**src/inc/wdt_pkg.sv**
```systemverilog
package wdt_pkg;

   // Register byte offsets.
   localparam logic [4:0] OFS_CONTROL = 5'h00;
   localparam logic [4:0] OFS_RESTART = 5'h04;
   localparam logic [4:0] OFS_STATUS = 5'h08;
   localparam logic [4:0] OFS_COUNT0 = 5'h0C;
   localparam logic [4:0] OFS_COUNT1 = 5'h10;
   localparam logic [4:0] OFS_COUNT2 = 5'h14;
   localparam logic [4:0] OFS_COUNT3 = 5'h18;

   // Control field positions.
   localparam int CTL_ENABLE_BIT = 0;
   localparam int CTL_RESPONSE_BIT = 1;
   localparam int CTL_LOCK_BIT = 3;
   localparam int CTL_PERIOD_LSB = 4;
   localparam int PERIOD_W = 4;

   // Status field positions.
   localparam int STS_RESP_LSB = 4;
   localparam int STS_ONE_BIT = 6;
   localparam int STS_IRQ_BIT = 7;

   // Restart key and period base exponent.
   localparam logic [15:0] RESTART_KEY = 16'h1984;
   localparam int PERIOD_BASE_EXP = 16;

   // Reset values.
   localparam logic [3:0] PERIOD_RST = 4'h0;
   localparam logic [31:0] COUNT_RST = 32'h0001_0000;

   // Bus request carried as one bundle.
   typedef struct packed {
      logic sel;
      logic wr;
      logic [4:0] addr;
      logic [31:0] wdata;
   } bus_req_s;

   typedef enum logic [1:0] {
      ARMED,
      WARNED
   } wdt_state_e;

endpackage

```
**src/logic/wdt_rdata_mux.sv**
```systemverilog
`timescale 1ns/1ps
module wdt_rdata_mux (
   input wire logic clk_sys_i, // System clock.
   input wire logic rst_i, // Synchronous reset, active high.
   input wire logic rd_i, // Read strobe.
   input wire logic [4:0] addr_i, // Byte offset.
   input wire logic [7:0] control_i, // Control low byte.
   input wire logic [7:0] status_i, // Status low byte.
   input wire logic [31:0] count_i, // Live count.
   output logic [31:0] rdata_o // Registered read data.
);

   logic [31:0] rdata_d;
   logic [31:0] rdata_q;

   // Unmapped and write-only offsets read as zero; upper bits always zero.
   always_comb begin
      rdata_d = rdata_q;
      if (rd_i) begin
         case (addr_i)
            wdt_pkg::OFS_CONTROL: rdata_d = {24'h000000, control_i};
            wdt_pkg::OFS_STATUS: rdata_d = {24'h000000, status_i};
            wdt_pkg::OFS_COUNT0: rdata_d = {24'h000000, count_i[7:0]};
            wdt_pkg::OFS_COUNT1: rdata_d = {24'h000000, count_i[15:8]};
            wdt_pkg::OFS_COUNT2: rdata_d = {24'h000000, count_i[23:16]};
            wdt_pkg::OFS_COUNT3: rdata_d = {24'h000000, count_i[31:24]};
            default: rdata_d = 32'h00000000;
         endcase
      end
   end

   // Holding the last answer keeps the port stable between reads.
   always_ff @(posedge clk_sys_i) begin
      if (rst_i) begin
         rdata_q <= 32'h00000000;
      end else begin
         rdata_q <= rdata_d;
      end
   end

   assign rdata_o = rdata_q;

endmodule

```
**src/logic/watchdog_timer.sv**
```systemverilog
`timescale 1ns/1ps
module watchdog_timer #(
   parameter int COUNT_W = 32 // Counter width.
) (
   input wire logic clk_sys_i, // System clock, 100 MHz.
   input wire logic rst_i, // Synchronous system reset, active high.
   input wire logic bus_sel_i, // Register access strobe.
   input wire logic bus_wr_i, // 1 write, 0 read.
   input wire logic [4:0] bus_addr_i, // Byte offset.
   input wire logic [31:0] bus_wdata_i, // Write data.
   output logic [31:0] bus_rdata_o, // Read data, one cycle after the read.
   output logic irq_o, // Watchdog interrupt, active high.
   output logic reset_req_o // Reset request pulse to the reset controller.
);

   // Bus request bundle and the strobes decoded from it.
   wdt_pkg::bus_req_s req;
   logic ctl_wr;
   logic key_hit;
   logic rd_strobe;

   // Control fields held between accesses.
   logic enable_q;
   logic enable_d;
   logic response_select_q;
   logic response_select_d;
   logic enable_lock_q;
   logic enable_lock_d;
   logic [3:0] period_q;
   logic [3:0] period_d;

   // Down-counter, its reload value and the timeout it produces.
   logic [COUNT_W-1:0] count_q;
   logic [COUNT_W-1:0] count_d;
   logic [COUNT_W-1:0] reload_val;
   logic timeout;

   // Timeout response state.
   logic irq_q;
   logic irq_d;
   logic reset_req_q;
   logic reset_req_d;
   wdt_pkg::wdt_state_e state_q;
   wdt_pkg::wdt_state_e state_d;

   // Readback views.
   logic [7:0] control_rd;
   logic [7:0] status_rd;

   // Write strobe for one offset; control and restart decode through the same test.
   function automatic logic wr_hit(input wdt_pkg::bus_req_s r, input logic [4:0] ofs);
      return r.sel && r.wr && r.addr == ofs;
   endfunction

   // Accesses last one cycle, so the decode stays combinational and adds no latency.
   // The key is compared on the low half only; the upper half of that write is ignored.
   assign req = '{sel: bus_sel_i, wr: bus_wr_i, addr: bus_addr_i, wdata: bus_wdata_i};
   assign ctl_wr = wr_hit(req, wdt_pkg::OFS_CONTROL);
   assign key_hit = wr_hit(req, wdt_pkg::OFS_RESTART) && req.wdata[15:0] == wdt_pkg::RESTART_KEY;
   assign rd_strobe = req.sel && !req.wr;

   // A timeout is a zero count seen while enabled; a disabled block never times out.
   assign timeout = enable_q && count_q == '0;

   // Reload value for a period code; shared by restart and timeout paths.
   // The set bit sits at sixteen plus the code, so the widest code needs all 32 counter bits.
   function automatic logic [COUNT_W-1:0] reload_of(input logic [3:0] code);
      logic [COUNT_W-1:0] v;
      v = '0;
      v[wdt_pkg::PERIOD_BASE_EXP + int'(code)] = 1'b1;
      return v;
   endfunction

   // One reload value feeds both reload branches, so they can never disagree.
   assign reload_val = reload_of(period_q);

   // Control register; the lock can only be set, and while set enable cannot drop.
   // The lock is judged on its value before the write, so the write that sets it may
   // still clear enable; only later writes are held off.
   always_comb begin
      enable_d = enable_q;
      response_select_d = response_select_q;
      enable_lock_d = enable_lock_q;
      period_d = period_q;
      if (ctl_wr) begin
         period_d = req.wdata[wdt_pkg::CTL_PERIOD_LSB +: wdt_pkg::PERIOD_W];
         response_select_d = req.wdata[wdt_pkg::CTL_RESPONSE_BIT];
         enable_lock_d = enable_lock_q | req.wdata[wdt_pkg::CTL_LOCK_BIT];
         enable_d = req.wdata[wdt_pkg::CTL_ENABLE_BIT] | (enable_lock_q & enable_q);
      end
   end

   // Control flip-flops; a system reset is the only way back to an unlocked state.
   always_ff @(posedge clk_sys_i) begin
      if (rst_i) begin
         enable_q <= 1'b0;
         response_select_q <= 1'b0;
         enable_lock_q <= 1'b0;
         period_q <= wdt_pkg::PERIOD_RST;
      end else begin
         enable_q <= enable_d;
         response_select_q <= response_select_d;
         enable_lock_q <= enable_lock_d;
         period_q <= period_d;
      end
   end

   // Counter: the period is sampled only on reload, so a changed code waits.
   // The zero count stands for one cycle before the reload, so one period spans the
   // selected count plus one cycle; a restart while disabled still reloads.
   always_comb begin
      count_d = count_q;
      if (key_hit) begin
         count_d = reload_val;
      end else if (timeout) begin
         count_d = reload_val;
      end else if (enable_q) begin
         count_d = count_q - COUNT_W'(1);
      end
   end

   // Counter flip-flops; reset leaves the shortest period loaded.
   always_ff @(posedge clk_sys_i) begin
      if (rst_i) begin
         count_q <= wdt_pkg::COUNT_RST[COUNT_W-1:0];
      end else begin
         count_q <= count_d;
      end
   end

   // Timeout response. A keyed restart in the timeout cycle wins, since the count is reloaded.
   // The warned state and the interrupt flag move together: both are entered on the first
   // timeout in interrupt mode and both leave only on a keyed restart or a reset.
   // Software that lets the interrupt stand therefore gets a reset request at every later timeout.
   always_comb begin
      irq_d = irq_q;
      state_d = state_q;
      reset_req_d = 1'b0;
      if (key_hit) begin
         irq_d = 1'b0;
         state_d = wdt_pkg::ARMED;
      end else if (timeout) begin
         case (state_q)
            wdt_pkg::ARMED: begin
               if (response_select_q) begin
                  irq_d = 1'b1;
                  state_d = wdt_pkg::WARNED;
               end else begin
                  reset_req_d = 1'b1;
               end
            end
            wdt_pkg::WARNED: begin
               state_d = wdt_pkg::WARNED;
               reset_req_d = 1'b1;
            end
            default: state_d = wdt_pkg::ARMED;
         endcase
      end
   end

   // Response flip-flops; the request is cleared by default every cycle, so it only
   // ever pulses for one cycle per reset-generating timeout.
   always_ff @(posedge clk_sys_i) begin
      if (rst_i) begin
         irq_q <= 1'b0;
         state_q <= wdt_pkg::ARMED;
         reset_req_q <= 1'b0;
      end else begin
         irq_q <= irq_d;
         state_q <= state_d;
         reset_req_q <= reset_req_d;
      end
   end

   // Control readback; reserved bits are tied low rather than stored, so writes to them
   // are lost and they always read as zero.
   always_comb begin
      control_rd = '0;
      control_rd[wdt_pkg::CTL_PERIOD_LSB +: wdt_pkg::PERIOD_W] = period_q;
      control_rd[wdt_pkg::CTL_LOCK_BIT] = enable_lock_q;
      control_rd[wdt_pkg::CTL_RESPONSE_BIT] = response_select_q;
      control_rd[wdt_pkg::CTL_ENABLE_BIT] = enable_q;
   end

   // Status readback; the response field is the one control bit shown twice, and bit 6
   // is a constant one.
   always_comb begin
      status_rd = '0;
      status_rd[wdt_pkg::STS_IRQ_BIT] = irq_q;
      status_rd[wdt_pkg::STS_ONE_BIT] = 1'b1;
      status_rd[wdt_pkg::STS_RESP_LSB +: 2] = {2{response_select_q}};
   end

   // Read data are registered inside the mux, which keeps the bus output on a flip-flop
   // at the cost of one cycle of read latency.
   wdt_rdata_mux u_rdata (
      .clk_sys_i(clk_sys_i),
      .rst_i(rst_i),
      .rd_i(rd_strobe),
      .addr_i(req.addr),
      .control_i(control_rd),
      .status_i(status_rd),
      .count_i(32'(count_q)),
      .rdata_o(bus_rdata_o)
   );

   // Outputs straight from flip-flops, so the reset controller sees no combinational
   // path from the register bus.
   assign irq_o = irq_q;
   assign reset_req_o = reset_req_q;

endmodule

```
**config.mk**
```make
export PLATFORM = sky130hd
export DESIGN_NAME = watchdog_timer
export DESIGN_NICKNAME = d
export VERILOG_FILES = /design/src/inc/wdt_pkg.sv /design/src/logic/wdt_rdata_mux.sv /design/src/logic/watchdog_timer.sv
export SDC_FILE = /design/constraint.sdc
export NUM_CORES = 1
export LEC_CHECK = 0
export ABC_AREA = 1
export BUFFER_PORTS_ARGS = -buffer_cell sky130_fd_sc_hd__buf_2
export CAP_MARGIN = 20
export CELL_PAD_IN_SITES_DETAIL_PLACEMENT = 0
export CELL_PAD_IN_SITES_GLOBAL_PLACEMENT = 1
export CORE_MARGIN = 2
export CORE_UTILIZATION = 39
export CTS_BUF_LIST = sky130_fd_sc_hd__clkbuf_2 sky130_fd_sc_hd__clkbuf_4 sky130_fd_sc_hd__clkbuf_8
export CTS_CLUSTER_DIAMETER = 60
export DETAILED_ROUTE_END_ITERATION = 10
export MAX_ROUTING_LAYER = met4
export PLACE_DENSITY_LB_ADDON = 0.1
export SETUP_SLACK_MARGIN = 0.02
export SYNTH_ARGS = -nofsm -noshare
export SYNTH_HDL_FRONTEND = slang
export SYNTH_SLANG_ARGS = --single-unit
```
**constraint.sdc**
```tcl
create_clock -name clk_sys_i -period 1.9 [get_ports clk_sys_i]
set_input_delay 0.285 -clock clk_sys_i [delete_from_list [all_inputs] [get_ports clk_sys_i]]
set_output_delay 0.285 -clock clk_sys_i [all_outputs]
set_load 0.01 [all_outputs]
```
==> flow_summary.ini <==
[pwr]
p_comb_frac = 0.114
seqPwrFrac = 0.499
p_sw_mw = 0.580
fin_total_pwr_mw = 2.12
p_leak_nw = 2.34
power.density_nw_per_um2 = 451
power.internal_mw = 1.54
p_clk_frac = 0.387
swShare = 0.273
vdd_drop_max_mv = 0.276

[logic_synthesis]
yosys-top-cells-area = dfxtp_1 26%, nand2_1 17%, nor2_1 11%
yosys.area_share.simple = 0.435
synth.mux.area_fraction = 0
syn_inst = 665
synthArstFlopShare = 0
synth_compound_area_frac = 0.127
synthMostInstantiatedCell = nand2_1
syn_area_um2 = 3870
synth_edf_count = 0
yosysSeqAreaShare = 0.259
syn_area_per_cell_um2 = 5.82
synth_top_cell_area_share = 0.259
yosysTopAreaCell = dfxtp_1
synth_cell_types = 30
synthAdderAreaFrac = 0.00323
synthXorXnorAreaFrac = 0.0113
ys_ff_latch = 50
synth_commonest_cells = 174 x nand2_1, 109 x nor2_1, 93 x inv_1, 50 x dfxtp_1, 47 x o21ai_0
synth-warning-count = 0
synth_top_family_by_area = simple AND/OR/NAND/NOR gates
synth_ff_type = dfxtp_1

[routing]
drc = 0
routed_wirelength_mm = 13.6
wl_per_cell_um = 15.2
drtIter0Drc = 264
drtAntennaViolNets = 0
via_per_inst = 4.86
dr.pass1.iters = 5
vias = 4357

[cells_and_area]
area_growth_pct = 21.8
antenna_cells = 0
nets = 804
drive_gt1_frac = 0.202

[worst_setup_path]
path_max_fanout = 12
cp.arrival_ns = 2.04
start_kind = flip-flop
critical_path_class = flip-flop to flip-flop
required_ns = 2.18
cp-end-kind = flip-flop
regToRegSetupSlack_ns = 0.14
worstSetupStartpoint = count_q[0]$_SDFFE_PP0P_
r2r_start = count_q[0]$_SDFFE_PP0P_

[place]
numPortBuffers = 34
hpwl_mm = 10.8
gp_congestion = 0.960

[floorplan]
io_pins = 75
fp.dieH_um = 104
dieArea_um2 = 10700
die_w_um = 104
rows = 36
start_util = 0.399
core_area_um2 = 9680

[clock_tree]
cts_setup_buffers = 0
cts_tree = built
cts_sinks = 50
insertion_delay_ns = 0.33
cts.reportedPaths.clkPinSlew_ns = 0.10
clock_path_buffers = 2
cts_made_buffers = 5
cts_root_buf = clkbuf_8
htreeDepth = 2
ctsHoldBuffers = 0

[sta]
fin_crit_ns = 1.76
relSlewSlack = 0.648
rsz0062_at_grt = true
slew_viol_final = 0
setup_viol = 0
finalHoldViolCount = 0
fin_skew_ns = 0.00674
fmax_ghz = 0.567
worstMarginPinSlew_ns = 0.526
period_share = 0.928
finalSetupTns_ns = 0

[status]
outcome = complete, no violations

[grt]
grt_pass1_wl_mm = 20.5
grtUsageTotal = 0.253
gr-total-overflow = 0
grt_pass1_vias = 3922
grt_max_degree = 33
antenna_found_initial = 0

[run]
max_cap_violations = 0

[hold_path]
min-delay-start = bus_wdata_i[7]
hold_path_class = input port to flip-flop
## layer usage
| layer | vias up | share of wire | GRT usage |
|---|---|---|---|
| met5 | - | 0 | - |
| met4 | 0 | 0.018 | 0.0627 |
| met3 | 13 | 0.044 | 0.0277 |
| met2 | 119 | 0.47 | 0.415 |
| met1 | 1985 | 0.47 | 0.334 |
| li1 | 2240 | - | - |
## cell families (layout without fill, tap and decap cells)
logic type	count (synthesis)	after routing
DFF	50	50
other	1	24
adders and majority gates	1	1
xor gates and xnor gates	5	5
AOI/OAI and AO/OA	94	94
and+or+nand+nor	383	384
buffers and inverters	131	205
## worst paths after layout
check,cells past startpoint,endpoint
worst max register to register,13,count_q[25]$_SDFFE_PP0P_
worst min-delay path,3,period_q[3]$_SDFFE_PP0P_
worst min register to register,2,u_rdata.rdata_o[1]$_SDFFE_PP0P_
worst max-delay path,13,count_q[25]$_SDFFE_PP0P_
## worst max-delay path: stages (launching register included)
cell	delay [ns]
dfxtp_1	0.31
inv_1	0.07
ha_1	0.16
nand2_1	0.09
nor2_2	0.19
buf_4	0.14
nand2_1	0.08
nor2_4	0.12
nand2_2	0.09
nand2_4	0.12
nand2_1	0.14
nand3_1	0.12
nand2_1	0.05
inv_1	0.04
## layout make-up
type,count,area [um^2]
sequential,50,1000
fill,1085,4970
timing repair buffer,103,701
tap,133,166
clock buffer,6,76.3
multi-input combinational,508,2380
inverter,94,353
clock inverter,2,37.5
## per-stage QoR
stage / util / cell area, um^2 / setup slack, ns / hold slack [ns] / std cells
floorplan: - / 3960 / 0.364 / 0.429 / 688
global placement: 0.469 / 4540 / -0.130 / 0.454 / 887
detailed placement: 0.469 / 4540 / -0.209 / 0.455 / 887
CTS: 0.481 / 4660 / 0.0330 / 0.199 / 895
global route: 0.487 / 4710 / -0.0201 / 0.211 / 896
finish: 0.487 / 4710 / 0.136 / 0.205 / 896
## cells in the final DEF (no fill, tap or decap), drive strengths merged
master	n
ha	1
a21oi	34
conb	24
and2	1
buf	103
o211ai	3
nand4	11
xor2	5
clkinvlp	1
o21ai	47
clkbuf	6
inv	94
o31ai	1
nor2	130
nor4	1
nor3	7
o22ai	9
dfxtp	50
bufinv	1
nand2	185
nand3b	5
nand3	44
## sequential cells by signal (all words and copies together), names as in the netlist
register	count
period_q	4
enable_q	1
count_q	32
response_select_q	1
state_q	1
u_rdata.rdata_o	8
enable_lock_q	1
reset_req_o	1
irq_o	1
## what timing repair did
item / 4_1_cts / 5_1_grt
endpoints found under the setup margin: 21 / 21
cloned: 0 / 1
pin swaps: 0 / 1
gates resized for setup: 1 / 12
## power groups by stage
stage	logic [mW]	clock network [mW]	registers [mW]
finish	0.243	0.822	1.06
global route	0.269	0.879	1.06
CTS	0.239	0.840	1.06
detailed placement	0.238	0	1.08
global placement	0.235	0	1.08
floorplan	0.169	0	1.08
Note: power is estimated with default switching activity, not from simulation.
